[src/rtl/asop_pkg.sv]
// Purpose: Constants for the area status output pulser
// Assumes: pclk at 10 MHz, APB register access
// Notes:   Register offsets are byte addresses of aligned 32-bit words
//
// Operation
// - Bell turns on at alarm only when the causing input has bell enabled.
// - Bell turns off on bell timer expiry or disarm, whichever first.
// - Bell may also be silenced by a keypad user login.
// - Active pulsed output runs on time, off time, repeating forever.
// - On and off settings count in 100 ms units.
// - A zero on or off setting makes the active output steady on.
// - On and off settings reach 255 units, 25.5 s per phase.
// - Exit output on at exit delay start, off at armed or disarmed.
// - Exit output also off on alarm during exit delay.
// - Entry output on at entry delay start, off at disarm or alarm.
// - Disarmed output on at disarm complete, off at arm complete.
// - Armed output on at arm complete, off at disarm complete.
// - Bypass output on while any input bypassed, off at disarm complete.
// - Tamper output on at tamper, off only at always-active section disarm.
// - Alarm memory latches on any alarm until disarm complete.
// - User count output on when count reaches zero or maximum.
// - Defer output on at defer warning start, off at arming or cancel.
// - Fail output on whenever an arming attempt fails.
// - Ready output on when all inputs and trouble inputs are closed.
// - Bell timer counts minutes; retrigger reloads it on each new alarm.
package asop_pkg;
  localparam int unsigned NUM_OUT      = 12;
  localparam int unsigned CLK_HZ       = 10000000;
  localparam int unsigned TICK_MS      = 100;
  localparam int unsigned TICK_CYCLES  = CLK_HZ / 1000 * TICK_MS;
  localparam int unsigned MIN_TICKS    = 600;
  localparam int unsigned PULSE_W      = 8;
  // Output indices
  localparam int unsigned O_BELL   = 0;
  localparam int unsigned O_EXIT   = 1;
  localparam int unsigned O_ENTRY  = 2;
  localparam int unsigned O_DISARM = 3;
  localparam int unsigned O_ARMED  = 4;
  localparam int unsigned O_BYPASS = 5;
  localparam int unsigned O_TAMPER = 6;
  localparam int unsigned O_MEMORY = 7;
  localparam int unsigned O_COUNT  = 8;
  localparam int unsigned O_DEFER  = 9;
  localparam int unsigned O_FAIL   = 10;
  localparam int unsigned O_READY  = 11;
  // Register map
  localparam logic [11:0] A_PULSE_BASE = 12'h000;
  localparam logic [11:0] A_BELL_CFG   = 12'h040;
  localparam logic [11:0] A_CONTROL    = 12'h044;
  localparam logic [11:0] A_ACTIVE     = 12'h048;
  localparam logic [11:0] A_OUTPUTS    = 12'h04c;
  localparam logic [11:0] A_BELL_LEFT  = 12'h050;
  localparam logic [7:0]  BELL_MIN_RST = 8'h04;
  localparam logic [1:0]  CONTROL_RST  = 2'h1;
  localparam logic [15:0] PULSE_RST    = 16'h0000;
endpackage : asop_pkg

[src/rtl/asop_area_outputs.sv]
// Purpose: Area status outputs driven from arming events, each with an on/off pattern
// Assumes: Event inputs are one-cycle pulses synchronous to pclk; levels held by source
// Notes:   APB slave holds pulse times, bell time and bell options
module asop_area_outputs
  import asop_pkg::*;
#(
  parameter int unsigned TICK_COUNT = TICK_CYCLES,
  parameter int unsigned MIN_COUNT  = MIN_TICKS
) (
  input  wire logic                pclk,
  input  wire logic                presetn,
  input  wire logic                psel,
  input  wire logic                penable,
  input  wire logic                pwrite,
  input  wire logic [11:0]         paddr,
  input  wire logic [31:0]         pwdata,
  output logic [31:0]              prdata,
  output logic                     pready,
  output logic                     pslverr,
  input  wire logic                alarm_ev,
  input  wire logic                alarm_bell_en,
  input  wire logic                alarm_retrigger,
  input  wire logic                tamper_ev,
  input  wire logic                keypad_login_ev,
  input  wire logic                exit_start_ev,
  input  wire logic                entry_start_ev,
  input  wire logic                arm_done_ev,
  input  wire logic                disarm_done_ev,
  input  wire logic                always_active_section_disarm_ev,
  input  wire logic                defer_start_ev,
  input  wire logic                arm_start_ev,
  input  wire logic                defer_cancel_ev,
  input  wire logic                arm_fail_ev,
  input  wire logic                fail_clear_ev,
  input  wire logic                bypass_present,
  input  wire logic                count_at_zero,
  input  wire logic                count_at_max,
  input  wire logic                all_closed,
  output logic [NUM_OUT-1:0]       area_out
);
  logic [NUM_OUT-1:0] active;
  logic [15:0]        pulse_cfg [NUM_OUT];
  logic [7:0]         bell_minutes;
  logic [1:0]         control;          // bit0 login silences bell, bit1 retrigger enable
  logic [23:0]        tick_cnt;
  logic               tick;
  logic [15:0]        min_cnt;
  logic               minute;
  logic [7:0]         bell_left;
  logic               bell_expire;
  logic               bell_start;
  logic               wr_en;
  logic               rd_en;
  logic               addr_ok;

  assign wr_en  = psel && penable && pwrite;
  assign rd_en  = psel && penable && !pwrite;
  assign pready = 1'b1;
  assign addr_ok = (paddr < A_PULSE_BASE + 12'(NUM_OUT * 4)) || (paddr == A_BELL_CFG) ||
                   (paddr == A_CONTROL) || (paddr == A_ACTIVE) || (paddr == A_OUTPUTS) ||
                   (paddr == A_BELL_LEFT);
  // Unaligned or unmapped addresses error, so software notices a bad map
  assign pslverr = psel && penable && (!addr_ok || (paddr[1:0] != 2'b00));

  // 100 ms tick prescaler
  always_ff @(posedge pclk or negedge presetn) begin
    if (!presetn) begin
      tick_cnt <= '0;
      tick     <= 1'b0;
    end else if (tick_cnt >= 24'(TICK_COUNT - 1)) begin
      tick_cnt <= '0;
      tick     <= 1'b1;
    end else begin
      tick_cnt <= tick_cnt + 24'd1;
      tick     <= 1'b0;
    end
  end

  // Minute strobe built from 100 ms ticks
  always_ff @(posedge pclk or negedge presetn) begin
    if (!presetn) begin
      min_cnt <= '0;
      minute  <= 1'b0;
    end else begin
      minute <= 1'b0;
      if (tick) begin
        if (min_cnt >= 16'(MIN_COUNT - 1)) begin
          min_cnt <= '0;
          minute  <= 1'b1;
        end else begin
          min_cnt <= min_cnt + 16'd1;
        end
      end
    end
  end

  // Configuration writes
  always_ff @(posedge pclk or negedge presetn) begin
    if (!presetn) begin
      bell_minutes <= BELL_MIN_RST;
      control      <= CONTROL_RST;
      for (int i = 0; i < NUM_OUT; i++) begin
        pulse_cfg[i] <= PULSE_RST;
      end
    end else if (wr_en && !pslverr) begin
      if (paddr == A_BELL_CFG) begin
        bell_minutes <= pwdata[7:0];
      end
      if (paddr == A_CONTROL) begin
        control <= pwdata[1:0];
      end
      for (int i = 0; i < NUM_OUT; i++) begin
        if (paddr == A_PULSE_BASE + 12'(i * 4)) begin
          pulse_cfg[i] <= pwdata[15:0];
        end
      end
    end
  end

  // Read mux, registered so prdata comes from a flop
  always_ff @(posedge pclk or negedge presetn) begin
    if (!presetn) begin
      prdata <= '0;
    end else if (psel && !penable && !pwrite) begin
      prdata <= '0;
      if (paddr == A_BELL_CFG) prdata <= {24'h0, bell_minutes};
      if (paddr == A_CONTROL) prdata <= {30'h0, control};
      if (paddr == A_ACTIVE) prdata <= {20'h0, active};
      if (paddr == A_OUTPUTS) prdata <= {20'h0, area_out};
      if (paddr == A_BELL_LEFT) prdata <= {24'h0, bell_left};
      for (int i = 0; i < NUM_OUT; i++) begin
        if (paddr == A_PULSE_BASE + 12'(i * 4)) prdata <= {16'h0, pulse_cfg[i]};
      end
    end
  end

  // Bell starts on a bell-enabled alarm; reload on retrigger if already running
  assign bell_start = alarm_ev && alarm_bell_en &&
                      (!active[O_BELL] || (control[1] && alarm_retrigger));
  assign bell_expire = minute && active[O_BELL] && (bell_left <= 8'd1);

  // Bell timer in minutes
  always_ff @(posedge pclk or negedge presetn) begin
    if (!presetn) begin
      bell_left <= '0;
    end else if (bell_start) begin
      bell_left <= bell_minutes;
    end else if (minute && bell_left != '0) begin
      bell_left <= bell_left - 8'd1;
    end
  end

  // Bell activity; a zero bell time means the bell never sounds
  always_ff @(posedge pclk or negedge presetn) begin
    if (!presetn) begin
      active[O_BELL] <= 1'b0;
    end else if (bell_start && bell_minutes != '0) begin
      active[O_BELL] <= 1'b1;
    end else if (bell_expire || disarm_done_ev) begin
      active[O_BELL] <= 1'b0;
    end else if (keypad_login_ev && control[0]) begin
      active[O_BELL] <= 1'b0;
    end
  end

  // Exit delay: start wins over a same-cycle stop
  always_ff @(posedge pclk or negedge presetn) begin
    if (!presetn) begin
      active[O_EXIT] <= 1'b0;
    end else if (exit_start_ev) begin
      active[O_EXIT] <= 1'b1;
    end else if (arm_done_ev || disarm_done_ev) begin
      active[O_EXIT] <= 1'b0;
    end else if (alarm_ev) begin
      active[O_EXIT] <= 1'b0;
    end
  end

  // Entry delay ends on disarm or when the timeout raises the alarm
  always_ff @(posedge pclk or negedge presetn) begin
    if (!presetn) begin
      active[O_ENTRY] <= 1'b0;
    end else if (entry_start_ev) begin
      active[O_ENTRY] <= 1'b1;
    end else if (disarm_done_ev || alarm_ev) begin
      active[O_ENTRY] <= 1'b0;
    end
  end

  // Armed and disarmed indications are complements once a completion arrives; both are off from reset
  always_ff @(posedge pclk or negedge presetn) begin
    if (!presetn) begin
      active[O_DISARM] <= 1'b0;
      active[O_ARMED]  <= 1'b0;
    end else if (disarm_done_ev) begin
      active[O_DISARM] <= 1'b1;
      active[O_ARMED]  <= 1'b0;
    end else if (arm_done_ev) begin
      active[O_DISARM] <= 1'b0;
      active[O_ARMED]  <= 1'b1;
    end
  end

  // Bypass indication; a present bypass wins over the disarm clear
  always_ff @(posedge pclk or negedge presetn) begin
    if (!presetn) begin
      active[O_BYPASS] <= 1'b0;
    end else if (bypass_present) begin
      active[O_BYPASS] <= 1'b1;
    end else if (disarm_done_ev) begin
      active[O_BYPASS] <= 1'b0;
    end
  end

  // Tamper and alarm memory latch; the set wins over a same-cycle clear
  always_ff @(posedge pclk or negedge presetn) begin
    if (!presetn) begin
      active[O_TAMPER] <= 1'b0;
      active[O_MEMORY] <= 1'b0;
    end else begin
      if (tamper_ev) begin
        active[O_TAMPER] <= 1'b1;
      end else if (always_active_section_disarm_ev) begin
        active[O_TAMPER] <= 1'b0;
      end
      if (alarm_ev || tamper_ev) begin
        active[O_MEMORY] <= 1'b1;
      end else if (disarm_done_ev) begin
        active[O_MEMORY] <= 1'b0;
      end
    end
  end

  // Level-following indications
  always_ff @(posedge pclk or negedge presetn) begin
    if (!presetn) begin
      active[O_COUNT] <= 1'b0;
      active[O_READY] <= 1'b0;
    end else begin
      active[O_COUNT] <= count_at_zero || count_at_max;
      active[O_READY] <= all_closed;
    end
  end

  // Defer warning and arm failure
  always_ff @(posedge pclk or negedge presetn) begin
    if (!presetn) begin
      active[O_DEFER] <= 1'b0;
      active[O_FAIL]  <= 1'b0;
    end else begin
      if (defer_start_ev) begin
        active[O_DEFER] <= 1'b1;
      end else if (arm_start_ev || defer_cancel_ev) begin
        active[O_DEFER] <= 1'b0;
      end
      // Clears on a later arming start or explicit clear
      if (arm_fail_ev) begin
        active[O_FAIL] <= 1'b1;
      end else if (fail_clear_ev || arm_start_ev) begin
        active[O_FAIL] <= 1'b0;
      end
    end
  end

  // One independent pattern generator per output
  for (genvar g = 0; g < NUM_OUT; g++) begin : g_chan
    asop_pulse_chan #(
      .W (PULSE_W)
    ) u_chan (
      .pclk     (pclk),
      .presetn  (presetn),
      .tick     (tick),
      .active   (active[g]),
      .on_time  (pulse_cfg[g][7:0]),
      .off_time (pulse_cfg[g][15:8]),
      .out      (area_out[g])
    );
  end
endmodule : asop_area_outputs

[src/rtl/asop_pulse_chan.sv]
// Purpose: One pulsed output channel with its own phase timer
// Assumes: tick is a one-cycle pulse every 100 ms
// Notes:   Phase counter is private to the channel
module asop_pulse_chan
  import asop_pkg::*;
#(
  parameter int unsigned W = PULSE_W
) (
  input  wire logic         pclk,
  input  wire logic         presetn,
  input  wire logic         tick,
  input  wire logic         active,
  input  wire logic [W-1:0] on_time,
  input  wire logic [W-1:0] off_time,
  output logic              out
);
  logic         was_active;
  logic         in_off;
  logic [W-1:0] left;
  logic         steady;

  // Zero in either field means steady on
  assign steady = (on_time == '0) || (off_time == '0);

  // Phase timer; restarts in the on phase on every rising activation
  always_ff @(posedge pclk or negedge presetn) begin
    if (!presetn) begin
      was_active <= 1'b0;
      in_off     <= 1'b0;
      left       <= '0;
      out        <= 1'b0;
    end else begin
      was_active <= active;
      if (!active) begin
        in_off <= 1'b0;
        out    <= 1'b0;
      end else if (!was_active || steady) begin
        in_off <= 1'b0;
        left   <= on_time;
        out    <= 1'b1;
      end else if (tick) begin
        // Each phase lasts its setting in 100 ms ticks
        if (left <= W'(1)) begin
          in_off <= !in_off;
          left   <= in_off ? on_time : off_time;
          out    <= in_off;
        end else begin
          left <= left - W'(1);
        end
      end
    end
  end
endmodule : asop_pulse_chan

[config.mk]
export PLATFORM = sky130hd
export DESIGN_NAME = asop_area_outputs
export DESIGN_NICKNAME = d
export VERILOG_FILES = /design/src/rtl/asop_pkg.sv /design/src/rtl/asop_area_outputs.sv /design/src/rtl/asop_pulse_chan.sv
export SDC_FILE = /design/constraint.sdc
export NUM_CORES = 1
export LEC_CHECK = 0
export ABC_AREA = 0
export BUFFER_PORTS_ARGS = -buffer_cell sky130_fd_sc_hd__buf_4
export CAP_MARGIN = 20
export CORE_AREA = 2 2 222 224
export DETAILED_ROUTE_END_ITERATION = 10
export DIE_AREA = 0 0 224 226
export PLACE_DENSITY = 0.66
export SLEW_MARGIN = 20
export SYNTH_ARGS = -nofsm -noshare
export SYNTH_HDL_FRONTEND = slang
export SYNTH_HIERARCHICAL = 1
export SYNTH_SLANG_ARGS = --single-unit
[constraint.sdc]
create_clock -name pclk -period 3.07 [get_ports pclk]
set_input_delay 0 -clock pclk [delete_from_list [all_inputs] [get_ports pclk]]
set_output_delay 0 -clock pclk [all_outputs]
set_load 0.02 [all_outputs]
==> summary.md, run 1 <==
| Metric | Value |
|---|---|
| First-pass GRT wire length | between 100 and 150 mm |
| Clock Skew | 0.0138 ns |
| Seq/Total Area, Yosys | a little over two fifths |
| Area leader, netlist | dfrtp_1 |
| Std-Cell Rows | 81 |
| Metal2 WL | roughly 34 mm |
| Dominant synthesized flop cell | dfrtp_1 |
| Tmin final | 2.40 ns |
| Clk sinks | between 400 and 500 |
| CTS buffer count | 47 |
| Class of the worst hold path | input pin to flop |
| Area Growth Syn to Fin | 13.3% |
| WL/cell | approximately 23 um |
| CP required | about 3.5 ns |
| Arrival time worst endpoint | about 2.8 ns |
| Least-Margin Pin Slew | about 0.81 ns |
| Clock Latency Late Sink | just under 0.6 ns |
| Vias | about 20000 |
| Worst R2R End | g_chan[7].u_chan/left[1]$_DFFE_PN0P_ |
| Final worst slack | roughly 0.67 ns |
| Max layer used | met5 |
| Setup tns final | 0 ns |
| Gpl congestion | about 1 |
| Die ar. | 50600 sq um |
| Area of the core | ~48000 sq um |
| CTS H-tree depth | 2 |
| Startpoint of the lowest-slack hold path | alarm_retrigger |
| NumNets Final | ~2600 |
| Filler cells | about 4200 |
| Cell area power density | approximately 470 nW/um^2 |
| IO Pins | ~110 |
| CTS Root Cell | clkbuf_16 |
| Setup Crit Path Kind | flop to flop |
| Final Max Tran Viols | 0 |
| Worst Hold Path EP | bell_left[7]$_DFFE_PN0P_ |
| Netlist cell types | 90 |
| EDFF count, synth | 0 |
| Max VDD drop | 0.366 mV |
| Synth warnings | 6 |
| # diodes | 0 |
| Die H | ~230 um |
| RSZ-0062 raised after global routing | false |
| Antenna Nets Post-Route | 0 |
| GRT overflow | 0 |
| Worst reg-to-reg path cell count | 5 |
| Wire length on met1 | 32.2 mm |
| Leak pwr | ~12 nW |
| Drt first pass iters | 5 |
| Crit path capture type | flop |
| Crit Path Max Fanout | 7 |
| WHS Path Cells | 5 |
| Initial DRC Count | ~2100 |
| Setup Buffers After CTS | 0 |
| DR vias/cell | ~6.4 |
| R2r setup slk | 0.67 ns |
| Failing checks | hold timing |
| Synth top area cells | dfrtp_1 43%, mux2_2 9.4%, nor2_1 3.7% |
| Initial core utilization | between 40% and 50% |
| Total power | about 0.013 W |
| Clock slew at reported path FFs | 0.06 ns |
| FF-to-FF Start | g_chan[7].u_chan/left[3]$_DFFE_PN0P_ |
| Pre-CTS setup slack | roughly 0.46 ns |
| Count of input and output buffers | 80 |
| Syn Inst Count | 2403 |
| Post-Syn Area | about 24000 sq um |
| Final period util | 78.0% |
| Vias in the first global route | slightly below 20000 |
| Outcome | complete, but fails checks |
| Top-area cell type share of the netlist area | between 40% and 50% |
| DR WL met3 | roughly 5.4 mm |
| Endpoints failing setup | 0 |
| Chip width | about 220 um |
| Flops & latches, synth | 412 |
| CTS Buffer Depth | 3 |
| Initial antenna violation count | 1 |
| Final Util | a little under three fifths |
| Fin Hold WS | -0.0347 ns |
| Post-synthesis area per instance | between 9 and 10 sq um |
| Overall routing resource usage | 29.5% |
| Pin count of the biggest net entering global routing | 90 |
| Final hold violation count | 7 |
| Routed wire length | 74.1 mm |
| DRC | 0 |
| Fmax | between 400 and 500 MHz |
| Post-synth ARST share | 100% |
| Fraction of layout cells with a size suffix above 1 | between 20% and 30% |
| Max cap viols | 0 |
| DPL Wire Length | 52.9 mm |
| Crit start category | flop |
| TritonCTS clock tree | done |
| Worst relative slew slack | 45.2% |
## cells by family (layout without fill, tap and decap cells)
group	after synthesis	in the layout	synth area share [%]
muxes	285	285	13.4
other	2	21	0.0315
DFF	412	412	43.2
AOI/OAI and AO/OA	624	624	17.5
buffers and inverters	216	337	4.32
adders and majority gates	30	30	1.57
xor gates and xnor gates	75	75	2.75
and+or+nand+nor	759	759	17.2
## power breakdown
| group | switching, W | total [W] | internal [W] |
|---|---|---|---|
| Combinational | 0.000850 | 0.00140 | 0.000546 |
| Clock | 0.00231 | 0.00563 | 0.00331 |
| Sequential | 0.000209 | 0.00579 | 0.00558 |
## synth_stat cells (35+ instances only)
cell      count
a21oi_1     100
nor3b_1      35
inv_1        77
nor2_1      232
nor3_1       46
clkbuf_1     65
nand3_1      39
o21ai_0     121
mux2i_1      62
nand2_1     146
mux2_2      199
xnor2_1      53
a31oi_1      74
dfrtp_1     410
or4_1        56
## what timing repair did
item	4_1_cts	5_1_grt
endpoints found under the hold margin	443	0
hold buffers	41	0
gates resized for setup	0	0
## cell usage in the layout (no fill, tap or decap), types with 17 or more instances in the layout
cell | netlist | routed
or3_1 | 31 | 31
nand2_1 | 146 | 146
clkbuf_16 | 0 | 47
xor2_1 | 22 | 22
dlygate4sd3_1 | 0 | 41
dfrtp_1 | 410 | 409
o21ai_0 | 121 | 121
mux2_2 | 199 | 199
nand3_1 | 39 | 39
or4_1 | 56 | 56
xnor2_1 | 53 | 53
nor2_1 | 232 | 232
mux2i_1 | 62 | 62
o31ai_1 | 17 | 17
ha_1 | 29 | 29
a31oi_1 | 74 | 74
o22ai_1 | 26 | 26
o211ai_1 | 33 | 33
conb_1 | 2 | 21
o21ai_1 | 23 | 23
nor2b_1 | 23 | 23
nor3b_1 | 35 | 34
nor3_1 | 46 | 46
buf_4 | 23 | 125
a211oi_1 | 32 | 32
a21boi_0 | 18 | 18
and3_1 | 20 | 20
inv_1 | 77 | 77
a21oi_1 | 100 | 99
a22oi_1 | 26 | 26
## cell type report
cell class                      instances  area, sq um  share of cell area, %
Sequential cell                       412        10300                   38.2
Tap cell                              622          778                   2.88
Inverter                               77          289                   1.07
Multi-Input combinational cell       1794        12600                   46.6
Timing Repair Buffer                  173         1480                   5.49
Clock buffer                           70         1390                   5.16
Clock inverter                         17          161                  0.598
## routing by layer
layer  vias to the layer above  GRT usage, %
met3                       179          4.64
met5                         -             0
met4                         2          11.8
met1                     10052          41.0
met2                       821          46.3
li1                       9106             -
## critical path, cell delays in order (launching register included)
cell,delay (ns)
dfrtp_1,0.44
or4_1,0.70
nor4_1,0.61
a22oi_1,0.14
o221ai_1,0.22
o21ai_0,0.13
## per-stage QoR
step / std cells / cell area [sq um]
2_1_floorplan: 2422 / 23900
3_3_place_gp: 3037 / 25000
3_5_place_dp: 3037 / 25000
4_1_cts: 3165 / 27000
5_1_grt: 3165 / 27000
6_report: 3165 / 27000
## state kept, by name, indices dropped and copies added (netlist names), 2 cells and up
signal and count:
pulse_cfg 192, g_chan.u_chan/left 96, control 2, active 12, g_chan.u_chan/in_off 12, bell_minutes 8
bell_left 8, prdata 16, g_chan.u_chan/was_active 12, min_cnt 16, tick_cnt 24, g_chan.u_chan/out 12
## how the worst max path moves through the flow
stage | startpoint | to | slack, ns | depth (start not counted)
global placement | paddr[3] | pulse_cfg[160]$_DFFE_PN0P_ | 0.51 | 8
detailed placement | paddr[3] | pulse_cfg[162]$_DFFE_PN0P_ | 0.46 | 8
CTS | g_chan[7].u_chan/left[3]$_DFFE_PN0P_ | g_chan[7].u_chan/left[1]$_DFFE_PN0P_ | 0.68 | 5
global route | pulse_cfg[67]$_DFFE_PN0P_ | g_chan[7].u_chan/left[2]$_DFFE_PN0P_ | 0.50 | 5
finish | g_chan[7].u_chan/left[3]$_DFFE_PN0P_ | g_chan[7].u_chan/left[1]$_DFFE_PN0P_ | 0.67 | 5
floorplan | paddr[3] | pulse_cfg[165]$_DFFE_PN0P_ | 0.75 | 9
No activity file was read; power rests on OpenSTA's default activity.
==> run 2, diff against run 1 <==
Settings changed: PLACE_DENSITY 0.66 to 0.69.
Clock period 3.07 ns to 2 ns, I/O delays scaled along.
==> run 2 against run 1 <==
  * The flow finishes with violations (setup timing)
  * Sequential power grew 52%
  * Non-clock buffer count grew 434
  * Clock-buffer cell count is the same
  * Critical path depth is the same
  * Global-route usage grew 3.2 points
  * Clock skew grew 0.0046 ns
  * First-iteration DRC count grew 2.5%
  * Die area is the same
  * Via count grew 10%
  * Critical path type unchanged
==> summary.md, run 2 (synthesized netlist as in run 1, its figures left out) <==
| Metric | Value |
|---|---|
| Leading registers by flop count | pulse_cfg x192, g_chan.u_chan/left x96, tick_cnt x24 |
| Vias in the first global route | 21734 (+11%) |
| IO Pins | 114 (unchanged) |
| Gpl congestion | 1.01 (+2.4%) |
| Die H | 226 um (unchanged) |
| Max cap viols | 0 (unchanged) |
| Clock share of power | 43.0% (-0.9 points) |
| Leading cell type in the layout, fill and taps excluded | buf_4 |
| CP required | 2.46 ns (-1.04 ns) |
| Initial DRC Count | 2141 (+2.5%) |
| Routed wire length | 83.9 mm (+13%) |
| Pin count of the biggest net entering global routing | 75 (-17%) |
| Pre-CTS setup slack | -0.317 ns (-0.776 ns) |
| Sw frac | 26.0% (-0.28 points) |
| TritonCTS clock tree | done |
| Filler cells | 3785 (-9.3%) |
| Tmin final | 2.12 ns (-0.281 ns) |
| DPL Wire Length | 61.3 mm (+16%) |
| Max VDD drop | 0.836 mV (+130%) |
| Most frequent cells in the layout | 522 x buf_4, 405 x dfrtp_1, 229 x nor2_1 |
| Clock slew at reported path FFs | 0.06 ns (about the same) |
| WHS Path Cells | 2 (-3) |
| Clk sinks | 412 (unchanged) |
| Sequential power share | 42.9% (-2.3 points) |
| CTS Buffer Depth | 3 (unchanged) |
| Crit Path Max Fanout | 6 (-1) |
| Arrival time worst endpoint | 2.58 ns (-0.25 ns) |
| DRC | 0 (unchanged) |
| Endpoints failing setup | 13 (+13) |
| Net Sw Power | 0.00536 W (+59%) |
| FF-to-FF Start | g_chan[10].u_chan/left[3]$_DFFE_PN0P_ |
| Outcome | complete, but fails checks |
| Area of the core | 48300 sq um (unchanged) |
| Leak pwr | 14.4 nW (+21%) |
| Final hold violation count | 0 (-7) |
| Drt first pass iters | 6 (+1) |
| CTS buffer count | 47 (unchanged) |
| Crit start category | flop |
| R2r setup slk | -0.12 ns (-0.79 ns) |
| Failing checks | setup timing |
| Std-Cell Rows | 81 (unchanged) |
| Area Growth Syn to Fin | 32.2% |
| NumNets Final | 3036 (+17%) |
| Clock Latency Late Sink | 0.59 ns (about the same) |
| Power share of the combinational group | 14.1% (+3.2 points) |
| Antenna Nets Post-Route | 0 (unchanged) |
| DR vias/cell | 6.19 (-2.8%) |
| RSZ-0062 raised after global routing | true |
| Final period util | 106% (+28 points) |
| Worst Hold Path EP | active[11]$_DFF_PN0_ |
| Least-Margin Pin Slew | 0.804 ns (-0.0109 ns) |
| Count of input and output buffers | 80 (unchanged) |
| Max reg flops | 192 (unchanged) |
| Worst R2R End | g_chan[10].u_chan/left[4]$_DFFE_PN0P_ |
| Class of the worst hold path | input pin to flop |
| Fraction of layout cells with a size suffix above 1 | 35.3% (+15 points) |
| Seq. cell area | 10300 sq um (about the same) |
| Crit path capture type | flop |
| Final worst slack | -0.115 ns (-0.789 ns) |
| Worst relative slew slack | 45.9% (+0.73 points) |
| WL/cell | 23.3 um (-0.40%) |
| Cell area power density | 652 nW/um^2 (+37%) |
| GRT overflow | 0 (unchanged) |
| Final Max Tran Viols | 0 (unchanged) |
| Initial antenna violation count | 2 (+1) |
| Multi-input logic area | 13500 sq um (+7.4%) |
| Largest Register | pulse_cfg |
| Clock Skew | 0.0184 ns (+0.00457 ns) |
| Startpoint of the lowest-slack hold path | all_closed |
| Vias | 22265 (+10%) |
| CTS Root Cell | clkbuf_16 |
| Final Util | 65.2% (+9.4 points) |
| CTS H-tree depth | 2 (unchanged) |
| Worst reg-to-reg path cell count | 5 (unchanged) |
| Die ar. | 50600 sq um (unchanged) |
| Fmax | 473 MHz (+13%) |
| Initial core utilization | 49.3% (unchanged) |
| First-pass GRT wire length | 127 mm (+9.4%) |
| Overall routing resource usage | 32.7% (+3.2 points) |
| Chip width | 224 um (unchanged) |
| Internal power | 0.0152 W (+61%) |
| Setup Crit Path Kind | flop to flop |
[run 2: changes by cell type in the layout (fill, tap and decap cells not counted), sizes merged]
cell	delta
bufinv	+2
dlygate4sd3	+4
diode	+1
clkinvlp	-2
inv	-3
buf	+430
[run 2: power by group through the flow]
| stage | logic, W | registers [W] | clock network [W] |
|---|---|---|---|
| after CTS | 0.00273 | 0.00881 | 0.00895 |
| after detailed placement | 0.00258 | 0.00895 | 0 |
| after global placement | 0.00253 | 0.00894 | 0 |
| after global routing | 0.00313 | 0.00884 | 0.00928 |
| after floorplan | 0.00136 | 0.00897 | 0 |
| final | 0.00290 | 0.00882 | 0.00883 |
[run 2: layout make-up]
class                           instances  area share (%)
Multi-Input combinational cell       1794            42.9
Clock inverter                         14           0.559
Inverter                               77           0.916
Tap cell                              622            2.47
Antenna cell                            1         0.00793
Timing Repair Buffer                  607            16.0
Sequential cell                       412            32.7
Clock buffer                           70            4.45
[run 2: worst max-delay path by stage]
stage / startpoint / end / slack [ns] / depth (start not counted)
floorplan: paddr[0] / pulse_cfg[149]$_DFFE_PN0P_ / -0.28 / 9
global placement: paddr[0] / pulse_cfg[97]$_DFFE_PN0P_ / -0.29 / 9
detailed placement: paddr[0] / pulse_cfg[99]$_DFFE_PN0P_ / -0.32 / 9
CTS: g_chan[0].u_chan/left[3]$_DFFE_PN0P_ / g_chan[0].u_chan/left[4]$_DFFE_PN0P_ / -0.07 / 5
global route: g_chan[10].u_chan/left[3]$_DFFE_PN0P_ / g_chan[10].u_chan/left[4]$_DFFE_PN0P_ / -0.15 / 5
finish: g_chan[10].u_chan/left[3]$_DFFE_PN0P_ / g_chan[10].u_chan/left[4]$_DFFE_PN0P_ / -0.12 / 5
[run 2: per-stage QoR]
| step | hold slack (ns) | TNS (ns) | instance area [sq um] | std cells | power (W) |
|---|---|---|---|---|---|
| 3_5_place_dp | -0.00428 | -47.01 | 28700 | 3437 | 0.0115 |
| 6_report | 0.0708 | -0.477 | 31500 | 3597 | 0.0206 |
| 2_1_floorplan | -0.296 | -20.13 | 24400 | 2422 | 0.0103 |
| 4_1_cts | 0.0545 | -0.219 | 30900 | 3573 | 0.0205 |
| 3_3_place_gp | -0.00728 | -43.31 | 28700 | 3437 | 0.0115 |
| 5_1_grt | 0.0860 | -2.25 | 31500 | 3596 | 0.0213 |
[run 2: critical path, cell delays in order, from the launching register on]
cell and delay, ns:
dfrtp_1 0.39, or4_4 0.55, or3_4 0.43, or3_1 0.32, a31oi_1 0.19, o32ai_1 0.11
[run 2: what timing repair did]
action / 4_1_cts / 5_1_grt
buffers inserted: 6 / 23
resized for setup: 36 / 133
hold endpoints to repair: 637 / 0
hold buffers: 46 / 0
setup endpoints to repair: 65 / 121
pin swaps: 32 / 75
[run 2: metal layers]
metal | global-route usage [%] | vias up | share of wire, %
met5 | 0.293 | - | 0.015
met4 | 13.4 | 2 | 4.3
met3 | 5.07 | 237 | 7.3
met2 | 52.8 | 1014 | 47
met1 | 44.2 | 11038 | 42
li1 | - | 9974 | -
==> run 3, diff against run 2 <==
--- a/config.mk
+++ b/config.mk
@@ -8,2 +8,3 @@
 export ABC_AREA = 0
+export ABC_CLOCK_PERIOD_IN_PS = 2000
 export BUFFER_PORTS_ARGS = -buffer_cell sky130_fd_sc_hd__buf_4
@@ -14,3 +15,3 @@
 export PLACE_DENSITY = 0.69
-export SLEW_MARGIN = 20
+export SLEW_MARGIN = 40
 export SYNTH_ARGS = -nofsm -noshare
==> constraint.sdc (replaced) <==
create_clock -name pclk -period 2 [get_ports pclk]
set_input_delay 0.2 -clock pclk [delete_from_list [all_inputs] [get_ports pclk]]
set_output_delay 0.2 -clock pclk [all_outputs]
set_load 0.02 [all_outputs]
==> run 3 against run 2 <==
  * Clock-buffer cell count is 6 lower
  * Combinational power hardly changed
  * Design area is 0.15% lower
  * Register-to-register slack better by 0.03 ns
  * The run still ends with setup timing left
  * Flip-flop and latch count stayed put
  * Maximum frequency is 1.4% higher
==> summary.md, run 3 (synthesized netlist as in run 1, its figures left out) <==
| Metric | Value |
|---|---|
| Die H | 226 um (unchanged) |
| Leak pwr | 14.3 nW (-0.27%) |
| DRC | 0 (unchanged) |
| Final period util | 104% (-1.4 points) |
| Max reg flops | 192 (unchanged) |
| Vias | 22028 (-1.1%) |
| Max cap viols | 0 (unchanged) |
| NumNets Final | 3025 (-0.36%) |
| First-pass GRT wire length | 125 mm (-1.4%) |
| Chip width | 224 um (unchanged) |
| CTS Buffer Depth | 3 (unchanged) |
| TritonCTS clock tree | done |
| Tmin final | 2.09 ns (-0.0285 ns) |
| WL/cell | 23.1 um (-0.78%) |
| Clock Skew | 0.0163 ns (-0.00206 ns) |
| Leading cell type in the layout, fill and taps excluded | buf_4 |
| Total power | 0.0202 W (-1.8%) |
| Final hold violation count | 0 (unchanged) |
| Fraction of layout cells with a size suffix above 1 | 36.3% (+1.0 points) |
| Most frequent cells in the layout | 538 x buf_4, 406 x dfrtp_1, 228 x nor2_1 |
| Endpoints failing setup | 11 (-2) |
| Final Util | 65.1% (-0.098 points) |
| Initial core utilization | 49.3% (unchanged) |
| Count of input and output buffers | 80 (unchanged) |
| Startpoint of the lowest-slack hold path | pwdata[5] |
| Pre-CTS setup slack | -0.510 ns (-0.193 ns) |
| Final worst slack | -0.0866 ns (+0.0285 ns) |
| Worst reg-to-reg path cell count | 5 (unchanged) |
| Outcome | complete, but fails checks |
| Crit path capture type | flop |
| CP cell instances | or4_4, or3_4, or3_1, a31oi_1, o32ai_1 |
| DR vias/cell | 6.14 (-0.73%) |
| Antenna Nets Post-Route | 0 (unchanged) |
| Largest Register | pulse_cfg |
| Failing checks | setup timing |
| Vias in the first global route | 21378 (-1.6%) |
| Drt first pass iters | 6 (unchanged) |
| RSZ-0062 raised after global routing | true |
| CP required | 2.46 ns (about the same) |
| R2r setup slk | -0.09 ns (+0.03 ns) |
| FF-to-FF Start | g_chan[1].u_chan/left[6]$_DFFE_PN0P_ |
| Worst R2R End | g_chan[1].u_chan/left[4]$_DFFE_PN0P_ |
| Clk sinks | 412 (unchanged) |
| Clock Latency Late Sink | 0.60 ns (about the same) |
| Initial DRC Count | 2156 (+0.70%) |
| Die ar. | 50600 sq um (unchanged) |
| Crit-path max cell delay | 0.54 ns (about the same) |
| Max VDD drop | 0.691 mV (-17%) |
| Cell area power density | 641 nW/um^2 (-1.7%) |
| Worst Path Buf+Inv | 0 (unchanged) |
| Routed wire length | 83.0 mm (-1.1%) |
| GRT overflow | 0 (unchanged) |
| CTS buffer count | 47 (unchanged) |
| Crit start category | flop |
| Crit Path Max Fanout | 5 (-1) |
| Gpl congestion | 1.02 (+1.7%) |
| Filler cells | 3797 (+0.32%) |
| Final Max Tran Viols | 0 (unchanged) |
| Top cell family by delay on the critical path | simple AND/OR/NAND/NOR gates |
| Setup Crit Path Kind | flop to flop |
| Initial antenna violation count | 5 (+3) |
| IO Pins | 114 (unchanged) |
| CTS H-tree depth | 2 (unchanged) |
| WHS Path Cells | 2 (unchanged) |
| Arrival time worst endpoint | 2.55 ns (-0.03 ns) |
| Least-Margin Pin Slew | 0.748 ns (-0.0564 ns) |
| Overall routing resource usage | 32.2% (-0.50 points) |
| Pin count of the biggest net entering global routing | 80 (+6.7%) |
| Class of the worst hold path | input pin to flop |
| DPL Wire Length | 61.1 mm (-0.22%) |
| Leading registers by flop count | pulse_cfg x192, g_chan.u_chan/left x96, tick_cnt x24 |
| CTS Root Cell | clkbuf_16 |
| Worst relative slew slack | 49.7% (+3.8 points) |
| Clock slew at reported path FFs | 0.06 ns (about the same) |
| Area of the core | 48300 sq um (unchanged) |
| Crit-path slowest cell | or4_4 |
| Area Growth Syn to Fin | 32.0% |
| Fmax | 479 MHz (+1.4%) |
| Worst Hold Path EP | pulse_cfg[53]$_DFFE_PN0P_ |
| Std-Cell Rows | 81 (unchanged) |
## run 3: final cells by class
class | instances | area (sq um) | share of cell area (%)
multi-input cells | 1794 | 13700 | 43.5
flip-flops and latches | 412 | 10300 | 32.8
repair buffers | 596 | 4890 | 15.5
clock buffers | 64 | 1340 | 4.26
well taps | 622 | 778 | 2.47
inverters | 77 | 289 | 0.918
clock inverters | 18 | 159 | 0.505
diodes | 2 | 5.00 | 0.0159
## run 3: layer usage
metal / track usage, % / up-vias / wire [um]
li1: - / 9945 / -
met1: 43.0 / 10987 / 34900
met2: 52.5 / 894 / 38900
met3: 5.52 / 200 / 5940
met4: 12.6 / 2 / 3160
met5: 0 / - / 14
## run 3: where the power goes
part	switching [W]	total [W]	internal, W
clock	0.00354	0.00848	0.00493
combinational	0.00159	0.00289	0.00130
sequential	0.000260	0.00883	0.00857
## run 3: worst max path at each step
stage          cells past startpoint                                   from  slack (ns)                                     to
2_1_floorplan                      9                               paddr[0]       -0.48             pulse_cfg[149]$_DFFE_PN0P_
3_3_place_gp                       9                               paddr[0]       -0.50              pulse_cfg[63]$_DFFE_PN0P_
3_5_place_dp                       9                               paddr[0]       -0.51              pulse_cfg[57]$_DFFE_PN0P_
4_1_cts                            5  g_chan[10].u_chan/left[6]$_DFFE_PN0P_       -0.08  g_chan[10].u_chan/left[4]$_DFFE_PN0P_
5_1_grt                            5   g_chan[2].u_chan/left[5]$_DFFE_PN0P_       -0.14   g_chan[2].u_chan/left[4]$_DFFE_PN0P_
6_report                           5   g_chan[1].u_chan/left[6]$_DFFE_PN0P_       -0.09   g_chan[1].u_chan/left[4]$_DFFE_PN0P_
## run 3: timing repair
action	4_1_cts	5_1_grt
hold buffers	20	0
endpoints found under the setup margin	62	112
buffers inserted	10	21
hold endpoints to repair	403	0
gates resized for setup	37	125
pin swaps	33	73
## run 3: metrics by stage
stage | area [sq um] | std cells | hold WS [ns] | setup TNS, ns
floorplan | 24600 | 2422 | -0.0956 | -60.75
global placement | 28900 | 3451 | 0.133 | -89.56
detailed placement | 28900 | 3451 | 0.134 | -90.82
finish | 31500 | 3585 | 0.109 | -0.405
global route | 31500 | 3583 | 0.0935 | -1.75
CTS | 30900 | 3563 | 0.0858 | -0.409
## run 3: worst register-to-register path: stages, from the launching register on
cell,delay (ns)
dfrtp_1,0.38
or4_4,0.54
or3_4,0.39
or3_1,0.33
a31oi_1,0.20
o32ai_1,0.12
